**src/core/pmcc_pkg.sv**
```systemverilog
// constants and types of the pm event and cpu clock control block
package pmcc_pkg;

  // register offsets in the pm i/o window
  localparam logic [7:0] OFF_GENERAL_EVENT_STATUS  = 8'h0C;
  localparam logic [7:0] OFF_GENERAL_EVENT_ENABLE   = 8'h0E;
  localparam logic [7:0] OFF_PROCESSOR_CLOCK_CONTROL = 8'h10;
  localparam logic [7:0] OFF_LEVEL_TWO_STATE   = 8'h14;
  localparam logic [7:0] OFF_LEVEL_THREE_STATE   = 8'h15;
  localparam logic [7:0] OFF_GLOBAL_EVENT_STATUS = 8'h18;

  // general event status / enable bit positions
  localparam int B_LID  = 11;
  localparam int B_RING = 10;
  localparam int B_GPI  = 9;
  localparam int B_USB  = 8;
  localparam int B_THOR = 7;
  localparam int B_THRM = 0;

  // processor clock control bit positions
  localparam int P_CCSTS  = 17;
  localparam int P_CLKRUN = 13;
  localparam int P_STPCLK = 12;
  localparam int P_SLEEP  = 11;
  localparam int P_BURST  = 10;
  localparam int P_CCEN   = 9;
  localparam int P_THTEN  = 4;
  localparam int P_DUTY   = 1;

  // global status bit positions
  localparam int G_IRQ  = 11;
  localparam int G_EXT  = 10;
  localparam int G_STBY = 8;
  localparam int G_GP   = 7;
  localparam int G_PM   = 6;

  // writable masks and reset values
  localparam logic [15:0] GENERAL_EVENT_STATUS_MASK = 16'h0F81;
  localparam logic [15:0] GENERAL_EVENT_ENABLE_MASK  = 16'h0F01;
  localparam logic [15:0] PCTL_MASK  = 16'h3E1E;
  localparam logic [15:0] GLB_MASK   = 16'h0D00;
  localparam logic [15:0] RST16      = 16'h0000;
  localparam logic [31:0] RST32      = 32'h0000_0000;

  // pci idle clocks before clock stop is requested
  localparam logic [4:0] IDLE_CLKS = 5'h1A;
  // pin sync idle levels: active-low pins high, level pins low
  localparam logic [4:0] SYNC_IDLE = 5'h13;
  // last count of a throttle step (16 clock cycles a step), eight steps a period
  localparam logic [3:0] THR_STEP_CYC = 4'hF;

  typedef enum logic [1:0] {
    MODE_RUN,
    MODE_LEVEL_TWO_STATE,
    MODE_LEVEL_THREE_STATE
  } pmcc_mode_type;

  typedef struct packed {
    logic [4:0]    sy1;
    logic [4:0]    sy2;
    logic [15:0]   gsts;
    logic [15:0]   gen;
    logic [15:0]   pctl;
    logic [15:0]   glb;
    pmcc_mode_type mode;
    logic [4:0]    idle;
    logic          thr_ovr;
    logic          sci;
    logic          smi;
    logic          rsm;
    logic          clkrun;
    logic          stpclk_n;
    logic          slp_n;
    logic          hclk_stop;
    logic          reload;
    logic          brk;
    logic [31:0]   rdata;
    logic          rvalid;
  } pmcc_st_type;

  typedef struct packed {
    logic [3:0] cnt;
    logic [2:0] phase;
    logic       stop;
  } pmcc_thr_type;

endpackage : pmcc_pkg

```
**src/core/pmcc_thr_if.sv**
```systemverilog
// throttle request and stop-clock answer between control and generator
`timescale 1ns/1ps
interface pmcc_thr_if;
  logic       run;
  logic [2:0] duty;
  logic       stop;
  modport ctl (output run, output duty, input stop);
  modport gen (input run, input duty, output stop);
endinterface : pmcc_thr_if

```
**src/core/pmcc_top.sv**
```systemverilog
// pm event latching and processor clock control
//
// Overview of operation
// - Ring pin sets ring status; enable gives resume, plus SCI if routed.
// - General input pin sets its status; enabled it raises SMI, SCI, resume.
// - USB activity in power-on suspend sets status; resume, SCI if routed.
// - Thermal override entry sets its status and throttles at thermal duty.
// - Thermal input at selected level sets thermal status; SCI or SMI.
// - Event status bits set by hardware only; write one clears them.
// - Enable register gates lid, ring, input, USB and thermal events.
// - Read-only clock control status reads one while clock control active.
// - Clock-run enabled: request PCI clock stop after 26 idle clocks.
// - Stop-clock enable: level three stops the host clock.
// - Burst enable: events reload burst timers, else break to full speed.
// - Level reads enter clock modes only with clock control enabled.
// - Throttle enable runs periodic stop-clock throttling.
// - Duty code 001 is 87.5%, each step 12.5% less; 000 reserved.
// - Level-two byte read returns zero, enters stop grant; writes ignored.
// - Level-three byte read returns zero, enters stop clock; writes ignored.
// - Interrupt resume from power-on suspend sets IRQ resume status.
// - External SMI request sets its status; write one clears.
// - Global standby expiry sets its status; write one clears.
// - General summary bit reads one while any general status is set.
// - Power management summary reads one while any pm status is set.
// - Thermal polarity one selects active low, zero active high.
`timescale 1ns/1ps
module pmcc_top
  import pmcc_pkg::*;
(
  // clock and reset
  input  wire logic        clk,
  input  wire logic        rst,
  // i/o register window
  input  wire logic [7:2]  io_addr,
  input  wire logic [3:0]  io_be,
  input  wire logic        io_rd,
  input  wire logic        io_wr,
  input  wire logic [31:0] io_wdata,
  output logic      [31:0] io_rdata,
  output logic             io_rvalid,
  // event pins
  input  wire logic        ring_indicate_in_n,
  input  wire logic        gen_input_pin_n,
  input  wire logic        thermal_alert_in,
  input  wire logic        lid_in,
  input  wire logic        ext_smi_request_in_n,
  // on-chip events and settings
  input  wire logic        usb_activity,
  input  wire logic        pos_active,
  input  wire logic        irq_resume,
  input  wire logic        standby_expired,
  input  wire logic        pm_status_any,
  input  wire logic        sci_route_enable,
  input  wire logic        thermal_polarity,
  input  wire logic        lid_polarity,
  input  wire logic [2:0]  thermal_duty_ratio,
  input  wire logic        pci_bus_idle,
  // requests and clock control
  output logic             sci_req,
  output logic             smi_req,
  output logic             resume_req,
  output logic             clkrun_stop_req,
  output logic             cpu_stop_clock_out_n,
  output logic             cpu_sleep_out_n,
  output logic             host_clk_stop,
  output logic             burst_reload,
  output logic             stop_break
);

  // --------------------------------------------------------------
  // state and helpers
  // --------------------------------------------------------------
  pmcc_st_type q, d;
  pmcc_thr_if  thr ();

  logic [15:0] set_gp;
  logic [15:0] set_gl;
  logic [15:0] clr_gp;
  logic [15:0] clr_gl;
  logic [15:0] trig;
  logic        thrm_act;
  logic        lid_act;
  logic        level_two_state_rd;
  logic        level_three_state_rd;
  logic        gp_any;

  // lane hit for a register at a byte offset
  function automatic logic hit(input logic [7:2] a,
                               input logic [3:0] be,
                               input logic [7:0] off);
    hit = (a == off[7:2]) && be[off[1:0]];
  endfunction : hit

  // 16-bit half of a dword write for a register at off
  function automatic logic [15:0] half(input logic [31:0] w,
                                       input logic [7:0]  off);
    half = off[1] ? w[31:16] : w[15:0];
  endfunction : half

  pmcc_throttle u_thr (
    .clk (clk),
    .rst (rst),
    .thr (thr.gen)
  );

  // --------------------------------------------------------------
  // event detection
  // --------------------------------------------------------------
  always_comb
  begin
    // sync order: ring, gpi, thermal, lid, ext smi
    thrm_act = thermal_polarity ? !q.sy2[2] : q.sy2[2];
    lid_act  = lid_polarity ? !q.sy2[3] : q.sy2[3];
    set_gp           = RST16;
    set_gp[B_RING]   = !q.sy2[0];
    set_gp[B_GPI]    = !q.sy2[1];
    set_gp[B_USB]    = usb_activity && pos_active;
    set_gp[B_THOR]   = thrm_act && !q.thr_ovr;
    set_gp[B_THRM]   = thrm_act;
    set_gp[B_LID]    = lid_act;
    set_gl           = RST16;
    set_gl[G_IRQ]    = irq_resume && pos_active;
    set_gl[G_EXT]    = !q.sy2[4];
    set_gl[G_STBY]   = standby_expired;
    clr_gp = (io_wr && hit(io_addr, io_be, OFF_GENERAL_EVENT_STATUS))
           ? half(io_wdata, OFF_GENERAL_EVENT_STATUS) : RST16;
    clr_gl = (io_wr && hit(io_addr, io_be, OFF_GLOBAL_EVENT_STATUS))
           ? half(io_wdata, OFF_GLOBAL_EVENT_STATUS) : RST16;
    level_two_state_rd = io_rd && hit(io_addr, io_be, OFF_LEVEL_TWO_STATE);
    level_three_state_rd = io_rd && hit(io_addr, io_be, OFF_LEVEL_THREE_STATE);
    gp_any  = |(q.gsts & GENERAL_EVENT_STATUS_MASK);
    // fresh enabled events break or reload clock control
    trig = set_gp & ~q.gsts & q.gen;
  end

  // --------------------------------------------------------------
  // next state
  // --------------------------------------------------------------
  always_comb
  begin
    d     = q;
    d.sy1 = {!ext_smi_request_in_n ? 1'b0 : 1'b1, lid_in,
             thermal_alert_in, gen_input_pin_n, ring_indicate_in_n};
    d.sy1[4] = ext_smi_request_in_n;
    d.sy2 = q.sy1;

    // set wins over a write-one clear
    d.gsts = ((q.gsts & ~clr_gp) | set_gp) & GENERAL_EVENT_STATUS_MASK;
    d.glb  = ((q.glb & ~clr_gl) | set_gl) & GLB_MASK;

    if (io_wr && hit(io_addr, io_be, OFF_GENERAL_EVENT_ENABLE))
      d.gen = half(io_wdata, OFF_GENERAL_EVENT_ENABLE) & GENERAL_EVENT_ENABLE_MASK;
    if (io_wr && hit(io_addr, io_be, OFF_PROCESSOR_CLOCK_CONTROL))
      d.pctl = io_wdata[15:0] & PCTL_MASK;
    // level registers take no write

    // override follows the thermal input
    d.thr_ovr = thrm_act;

    // requests: status AND enable, held while status stands
    d.rsm = |(q.gsts & q.gen & 16'h0F00);
    d.sci = sci_route_enable
          && |(q.gsts & q.gen & 16'h0F01);
    d.smi = !sci_route_enable
          && |(q.gsts & q.gen & 16'h0A01);

    // pci clock-run idle count
    if (!pci_bus_idle)
      d.idle = 5'h00;
    else if (q.idle != IDLE_CLKS)
      d.idle = q.idle + 5'h01;
    d.clkrun = q.pctl[P_CLKRUN] && d.idle == IDLE_CLKS;

    // clock mode entry and exit
    d.reload = 1'b0;
    d.brk    = 1'b0;
    if (q.mode == MODE_RUN && q.pctl[P_CCEN])
    begin
      if (level_three_state_rd)
        d.mode = MODE_LEVEL_THREE_STATE;
      else if (level_two_state_rd)
        d.mode = MODE_LEVEL_TWO_STATE;
    end
    if (|trig)
    begin
      if (q.pctl[P_BURST])
        d.reload = 1'b1;
      else if (q.mode != MODE_RUN)
      begin
        d.brk  = 1'b1;
        d.mode = MODE_RUN;
      end
    end

    // processor clock pins
    d.stpclk_n  = !(q.mode != MODE_RUN || thr.stop);
    d.slp_n     = !(q.mode == MODE_LEVEL_THREE_STATE
                    && q.pctl[P_SLEEP]);
    d.hclk_stop = q.mode == MODE_LEVEL_THREE_STATE
                  && q.pctl[P_STPCLK];

    // register reads
    d.rvalid = io_rd;
    d.rdata  = RST32;
    if (io_rd && io_addr == OFF_GENERAL_EVENT_STATUS[7:2])
      d.rdata = {q.gen, q.gsts};
    else if (io_rd && io_addr == OFF_PROCESSOR_CLOCK_CONTROL[7:2])
    begin
      d.rdata[15:0]    = q.pctl;
      d.rdata[P_CCSTS] = q.mode != MODE_RUN || thr.run;
    end
    else if (io_rd && io_addr == OFF_GLOBAL_EVENT_STATUS[7:2])
    begin
      d.rdata[15:0]  = q.glb;
      d.rdata[G_GP]  = gp_any;
      d.rdata[G_PM]  = pm_status_any;
    end
    // level registers read as zero
  end

  // throttle run: thermal override uses its own duty
  always_comb
  begin
    thr.run  = q.thr_ovr || q.pctl[P_THTEN];
    thr.duty = q.thr_ovr ? thermal_duty_ratio
                         : q.pctl[P_DUTY +: 3];
  end

  always_ff @(posedge clk or posedge rst)
  begin
    if (rst)
    begin
      q          <= '0;
      q.sy1      <= SYNC_IDLE;
      q.sy2      <= SYNC_IDLE;
      q.stpclk_n <= 1'b1;
      q.slp_n    <= 1'b1;
    end
    else
      q <= d;
  end

  // --------------------------------------------------------------
  // outputs
  // --------------------------------------------------------------
  assign io_rdata             = q.rdata;
  assign io_rvalid            = q.rvalid;
  assign sci_req              = q.sci;
  assign smi_req              = q.smi;
  assign resume_req           = q.rsm;
  assign clkrun_stop_req      = q.clkrun;
  assign cpu_stop_clock_out_n = q.stpclk_n;
  assign cpu_sleep_out_n      = q.slp_n;
  assign host_clk_stop        = q.hclk_stop;
  assign burst_reload         = q.reload;
  assign stop_break           = q.brk;
endmodule : pmcc_top

```
**src/core/pmcc_throttle.sv**
```systemverilog
// stop-clock duty generator for throttling
`timescale 1ns/1ps
module pmcc_throttle
  import pmcc_pkg::*;
(
  // clock and reset
  input wire logic clk,
  input wire logic rst,
  // throttle link
  pmcc_thr_if.gen  thr
);

  pmcc_thr_type q, d;

  always_comb
  begin
    d = q;
    if (!thr.run)
    begin
      d = '0;
    end
    else
    begin
      d.cnt = q.cnt + 4'h1;
      if (q.cnt == THR_STEP_CYC)
      begin
        d.cnt   = 4'h0;
        d.phase = q.phase + 3'h1;
      end
      // asserted for 8 - duty of 8 steps, code 000 gives none
      d.stop = (thr.duty != 3'h0)
             && ({1'b0, d.phase} < (4'h8 - {1'b0, thr.duty}));
    end
  end

  always_ff @(posedge clk or posedge rst)
  begin
    if (rst)
      q <= '0;
    else
      q <= d;
  end

  assign thr.stop = q.stop;
endmodule : pmcc_throttle

```
**config.mk**
```make
export PLATFORM = sky130hd
export DESIGN_NAME = pmcc_top
export DESIGN_NICKNAME = d
export VERILOG_FILES = /design/src/core/pmcc_pkg.sv /design/src/core/pmcc_thr_if.sv /design/src/core/pmcc_top.sv /design/src/core/pmcc_throttle.sv
export SDC_FILE = /design/constraint.sdc
export NUM_CORES = 1
export LEC_CHECK = 0
export BUFFER_PORTS_ARGS = -buffer_cell sky130_fd_sc_hd__buf_4
export CORE_UTILIZATION = 35
export CTS_CLUSTER_DIAMETER = 60
export DETAILED_ROUTE_END_ITERATION = 8
export GPL_TIMING_DRIVEN = 1
export PLACE_DENSITY = 0.62
export SYNTH_ARGS = -nofsm -noshare
export SYNTH_HDL_FRONTEND = slang
export SYNTH_SLANG_ARGS = --single-unit
```
**constraint.sdc**
```tcl
create_clock -name clk -period 2.2 [get_ports clk]
set_input_delay 0.22 -clock clk [delete_from_list [all_inputs] [get_ports clk]]
set_output_delay 0.22 -clock clk [all_outputs]
set_load 0.05 [all_outputs]
```
==> results.json, run 1 <==
{
  "outcome": "complete, no violations",
  "required_ps": 2430,
  "final_cells": 490,
  "crit_fanout": 7,
  "r2r_slack_ps": 270,
  "wl_per_cell_microns": 13.85,
  "reg2reg_from": "q[42]",
  "clk_latency_ps": 350,
  "period_needed_ps": 1932,
  "first_global_vias": 2309,
  "drive_gt1_frac": 0.3684,
  "dr.pass1.iters": 4,
  "fillCellCount": 876,
  "fin_ws_ps": 267.6,
  "die_h_microns": 100.6,
  "routed_wirelength_microns": 6786,
  "crit_top_cell": "ha_1",
  "rsz0062_at_grt": "false",
  "hold_depth": 2,
  "placementRows": 35,
  "synth-seq-cells": 78,
  "fin_worst_skew_ps": 6.675,
  "p_leak_nw": 2.108,
  "maxSlewViolCount": 0,
  "p_per_area_nw_per_um2": 751.1,
  "synth.yosys.seq_area_share": 0.5769,
  "finalSetupTns_ps": 0,
  "seq_area_sq_um": 1962,
  "dp_hpwl_microns": 5031,
  "cpPeakStageDelay_ps": 520,
  "path_cells": "mux2i_1 -> ha_1 -> ha_1 -> inv_1 -> ha_1 -> nor2_1 -> o21ai_0 -> o21ai_0",
  "hold-worst-slack_ps": 23.15,
  "num_io_pins": 105,
  "ir_worst_vdd_v": 0.0003304,
  "portBuffers": 75,
  "hold_buffers": 7,
  "period_share": 0.8784,
  "arrival_ps": 2160,
  "areaGrowthSynthToFinish_pct": 26.93,
  "r2r_cells": 8,
  "htreeDepth": 3,
  "fmax_mhz": 517.5,
  "ctsResizeCount": 0,
  "yosysWarnings": 0,
  "root_buffer": "clkbuf_8",
  "hp-start": "sci_route_enable",
  "totalPowerFinal_w": 0.003242,
  "place_congestion": 0.7346,
  "setup_violations": 0,
  "cts.sinks": 78,
  "reg2reg_to": "u_thr.thr.stop",
  "synth-edff-count": 0,
  "async_flop_share": 1.000,
  "post-place-ws_ps": 278.1,
  "maxCapViolations": 0,
  "slowest_stage": "dfrtp_1",
  "path_buf_inv": 1,
  "multi_input_area_sq_um": 1181,
  "synthDistinctLibCells": 47,
  "viasPerCell": 4.396,
  "clk_pin_slew_ps": 80,
  "num_antenna_cells": 0,
  "num_vias": 2154,
  "end_kind": "register",
  "relSlewSlack": 0.6154,
  "die-area_sq_um": 10110,
  "die_x_microns": 100.6,
  "hold-path-endpoint": "smi_req",
  "nets": 427,
  "grt_usage": 0.1529,
  "grt_max_degree": 53,
  "dp.cells": 467,
  "grt-ovfl-total": 0,
  "synth-main-ff-cell": "dfrtp_1",
  "grt_pass1_wl_microns": 11520,
  "syn_area_sq_um": 3401,
  "hold_class": "input port to register",
  "clk_path_buf_depth": 2,
  "worstSetupStartpointType": "register",
  "path_class": "register to register",
  "antenna_found_initial": 0,
  "drtIter0Drc": 74,
  "post-route-drc-count": 0,
  "start_util": 0.3646,
  "cts_setup_buffers": 0,
  "critical_path.top_delay_family": "adder cells",
  "drt.antenna.violating_nets": 0,
  "synth_cells": 278,
  "cts_inserted_buffers": 9,
  "worst_slew_pin_slew_ps": 575.6,
  "hold_viol_final": 0,
  "cts_tree": "yes",
  "synth_area_per_cell_sq_um": 12.23,
  "core_sq_um": 9328
}
layer usage:
layer  GRT usage  share of wire
met5           0              0
met4     0.05686          0.017
met3     0.05062          0.059
met2      0.2345           0.46
met1      0.2014           0.47
sequential cells by signal, summed over array words and instances (netlist names), 5 cells and up:
signal / flops
u_thr.q: 7
io_rdata: 19
d: 5
q: 36
cell usage after synthesis, drive strengths merged (2+ instances only):
library cell,count,area [sq um]
dfrtp,70,1752
buf,33,245.2
and2,16,100.1
inv,15,56.30
mux2,15,168.9
nor2,14,52.55
nor2b,10,62.56
nand2,9,33.78
dfstp,8,210.2
ha,8,100.1
nor4,7,88.83
a21oi,6,30.03
o21ai,6,30.03
nand3,5,25.02
xnor2,5,43.79
a22o,4,35.03
xor2,4,35.03
a21o,3,22.52
a31oi,3,18.77
and3,3,20.02
mux2i,3,30.03
nor3b,3,27.52
a21boi,2,15.01
a22oi,2,15.01
and4b,2,20.02
clkbuf,2,7.510
nand2b,2,12.51
nor3,2,10.01
o21a,2,15.01
or4,2,18.77
kinds of logic (layout without fill, tap and decap cells):
family	after synthesis	count (layout)	share of synthesized area
adder cells (fa/ha/maj)	8	8	0.02943
AO/OA/AOI/OAI	33	33	0.06696
buffers and inverters	50	121	0.09087
multiplexers	18	18	0.05850
flip-flops	78	78	0.5769
other	1	13	0.001103
XOR/XNOR	9	9	0.02318
AND/OR/NAND/NOR	81	81	0.1531
layout make-up:
cell class,instances,area share
tap,129,0.03739
sequential,78,0.4545
clock inverter,6,0.02522
inverter,15,0.01391
clock buffer,10,0.03188
timing repair buffer,90,0.1635
multi-input combinational,162,0.2736
layout by cell type (no fill, tap or decap), types with 3 or more instances in the layout:
cell type,netlist,routed
mux2_2,15,15
a21o_1,3,3
nor4_4,3,3
nand3_1,5,5
nand2_1,9,9
dlygate4sd3_1,0,7
xnor2_1,5,5
a22o_1,4,4
a21oi_1,6,6
bufinv_16,0,3
dfrtp_1,70,70
nor2b_1,10,10
ha_1,8,8
and2_1,16,16
mux2i_1,3,3
nor2_1,14,14
conb_1,1,13
inv_1,15,14
nor4_1,4,3
a31oi_1,3,3
dfstp_2,8,8
o21ai_0,6,6
xor2_1,4,4
buf_4,32,82
clkbuf_8,0,10
metrics by stage:
| stage | util | instance area, sq um |
|---|---|---|
| floorplan | - | 3450 |
| global placement | 0.4288 | 4000 |
| detailed placement | 0.4288 | 4000 |
| CTS | 0.4628 | 4317 |
| global route | 0.4628 | 4317 |
| finish | 0.4628 | 4317 |
worst max-delay path by stage:
stage	from	end	slack, ps	cells past startpoint
after floorplan	q[42]	u_thr.thr.stop	400	9
after global placement	io_addr[5]	q[90]	340	4
after detailed placement	q[42]	u_thr.thr.stop	280	8
after CTS	q[42]	u_thr.thr.stop	260	8
after global routing	q[42]	u_thr.thr.stop	100	8
final	q[42]	u_thr.thr.stop	270	8
power breakdown:
part           switching (W)  internal [W]
Clock               0.000518      0.000782
Combinational       0.000230      0.000157
Sequential         0.0000492       0.00151
(Power assumes the default switching activity.)
==> run 2, diff against run 1 <==
Settings changed: ABC_AREA from default to 1, GPL_TIMING_DRIVEN 1 to default.
==> results.json, run 2 <==
{
  "hp-start": "standby_expired",
  "synthDistinctLibCells": 34,
  "dr.pass1.iters": 4,
  "root_buffer": "clkbuf_8",
  "dp_hpwl_microns": 5140,
  "fillCellCount": 929,
  "drtIter0Drc": 105,
  "yosys.cell_count.top_type": "nand2_1",
  "intPower_w": 0.002668,
  "hold-path-endpoint": "q[58]",
  "fmax_mhz": 528.2,
  "drt.antenna.violating_nets": 0,
  "placementRows": 35,
  "wl_per_cell_microns": 11.82,
  "finalSetupTns_ps": 0,
  "path_cells": "ha_1 -> nand3_1 -> inv_1 -> or2_2 -> inv_1 -> a21oi_1 -> ha_1 -> nand2_1 -> nand2_1 -> nand2_1 -> nand2_1 -> nor2_1",
  "die_x_microns": 101.6,
  "seq_area_sq_um": 1962,
  "final_common_cell": "buf_4",
  "power.switching_w": 0.0009666,
  "required_ps": 2480,
  "end_kind": "register",
  "worstSetupStartpointType": "register",
  "reg2reg_from": "u_thr.q[4]",
  "hold_depth": 3,
  "synth_area_per_cell_sq_um": 9.340,
  "worst_slew_pin_slew_ps": 548.8,
  "path_buf_inv": 2,
  "r2r_slack_ps": 310,
  "grt_usage": 0.1458,
  "async_flop_share": 1.000,
  "ys_top_cells_by_count": "nand2_1, dfrtp_1, inv_1",
  "yosysWarnings": 0,
  "grt-ovfl-total": 0,
  "period_share": 0.8606,
  "synth.yosys.seq_area_share": 0.5646,
  "grt_pass1_wl_microns": 11190,
  "first_global_vias": 2393,
  "ir_worst_vdd_v": 0.0003059,
  "grt_max_degree": 32,
  "die_h_microns": 101.6,
  "r2r_cells": 12,
  "synth-main-ff-cell": "dfrtp_1",
  "cts.sinks": 78,
  "yosys.area.top_type": "dfrtp_1",
  "areaGrowthSynthToFinish_pct": 25.28,
  "routed_wirelength_microns": 6853,
  "critical_path.top_delay_family": "simple AND/OR/NAND/NOR gates",
  "clk_pin_slew_ps": 80,
  "portBuffers": 75,
  "drive_gt1_frac": 0.2661,
  "clk_path_buf_depth": 2,
  "post-route-drc-count": 0,
  "relSlewSlack": 0.6328,
  "cts_tree": "yes",
  "viasPerCell": 4.224,
  "hold_class": "input port to register",
  "maxCapViolations": 0,
  "arrival_ps": 2170,
  "synth_top_cell_area_share": 0.5041,
  "num_io_pins": 105,
  "clockPowerShare": 0.372,
  "setup_violations": 0,
  "switching_share": 0.2660,
  "synth-seq-cells": 78,
  "crit_top_cell": "nand2_1",
  "hold_buffers": 7,
  "maxSlewViolCount": 0,
  "core_sq_um": 9415,
  "final_cell_mix": "buf_4, nand2_1, dfrtp_1",
  "p_per_area_nw_per_um2": 834.9,
  "largest_register_ffs": 36,
  "place_congestion": 0.7801,
  "p_leak_nw": 2.297,
  "cts_inserted_buffers": 9,
  "top_register": "q",
  "dp.cells": 557,
  "cpPeakStageDelay_ps": 400,
  "path_class": "register to register",
  "crit_fanout": 4,
  "start_util": 0.3690,
  "syn_area_sq_um": 3475,
  "fin_worst_skew_ps": 6.217,
  "ctsResizeCount": 0,
  "multi_input_area_sq_um": 1100,
  "num_vias": 2450,
  "die-area_sq_um": 10330,
  "utilization": 0.4623,
  "antenna_found_initial": 0,
  "outcome": "complete, no violations",
  "num_antenna_cells": 0,
  "final_cells": 580,
  "synth_cells": 372,
  "cts_setup_buffers": 0,
  "slowest_stage": "dfrtp_1",
  "rsz0062_at_grt": "false",
  "combPwrFrac": 0.170,
  "reg2reg_to": "u_thr.thr.stop",
  "seq_power_share": 0.458,
  "synth.area.top_cells": "dfrtp_1, nand2_1, buf_4",
  "hold_viol_final": 0,
  "period_needed_ps": 1893,
  "synth-edff-count": 0,
  "nets": 517,
  "htreeDepth": 3,
  "clk_latency_ps": 340
}
run 2: cell count changes in the layout (fill, tap and decap cells not counted), moves of 9 or more:
cell,before,now
nand2_1,9,74
nand3_1,5,14
inv_1,14,48
nor2b_1,10,0
and2_1,16,0
mux2_2,15,0
nor2_1,14,43
o21ai_0,6,21
run 2: area by class of cell:
class / count / area share
well taps: 129 / 0.03708
flip-flops and latches: 78 / 0.4507
clock inverters: 3 / 0.02070
inverters: 55 / 0.04829
repair buffers: 84 / 0.1518
clock buffers: 13 / 0.03880
multi-input cells: 218 / 0.2527
run 2: power groups by stage:
| stage | sequential (W) | clock (W) | combinational, W |
|---|---|---|---|
| floorplan | 0.00172 | 0 | 0.000410 |
| global placement | 0.00169 | 0 | 0.000602 |
| detailed placement | 0.00169 | 0 | 0.000610 |
| CTS | 0.00166 | 0.00139 | 0.000629 |
| global route | 0.00168 | 0.00145 | 0.000698 |
| finish | 0.00166 | 0.00135 | 0.000618 |
run 2: worst max path at each step:
stage,start,to,slack [ps],cells after the start
finish,u_thr.q[4],u_thr.thr.stop,310,12
global placement,u_thr.q[4],u_thr.thr.stop,350,12
CTS,u_thr.q[4],u_thr.thr.stop,300,12
floorplan,u_thr.q[4],u_thr.thr.stop,440,12
detailed placement,u_thr.q[4],u_thr.thr.stop,330,12
global route,u_thr.q[4],u_thr.thr.stop,180,12
run 2: worst reg2reg max path: stages (launching register included):
cell	delay (ps)
dfrtp_1	400
ha_1	240
nand3_1	150
inv_1	80
or2_2	270
inv_1	70
a21oi_1	40
ha_1	290
nand2_1	60
nand2_1	40
nand2_1	50
nand2_1	40
nor2_1	90
run 2: through the flow:
step / hold slack [ps] / area (sq um) / power (W) / setup WS, ps
floorplan: 224.5 / 3523 / 0.002135 / 438.8
global placement: 284.2 / 4024 / 0.002292 / 351.5
detailed placement: 299.6 / 4024 / 0.002301 / 330.9
CTS: 41.54 / 4353 / 0.003686 / 298.7
global route: 49.79 / 4353 / 0.003831 / 176.0
finish: 56.05 / 4353 / 0.003634 / 306.6
run 2: routing by layer:
metal	up-vias	GRT usage	share of wire
met2	58	0.2204	0.46
met4	0	0.05351	0.014
li1	1258	-	-
met1	1127	0.1977	0.48
met3	7	0.04417	0.045
met5	-	0	0
run 2: cell families (layout without fill, tap and decap cells):
family / after synthesis / in the layout / share of synthesized area
AOI/OAI and AO/OA: 36 / 36 / 0.05726
xor gates and xnor gates: 7 / 7 / 0.01765
buffers and inverters: 88 / 155 / 0.1318
adders and majority gates: 8 / 8 / 0.02881
other: 1 / 13 / 0.001079
and+or+nand+nor: 154 / 154 / 0.1988
DFF: 78 / 78 / 0.5646
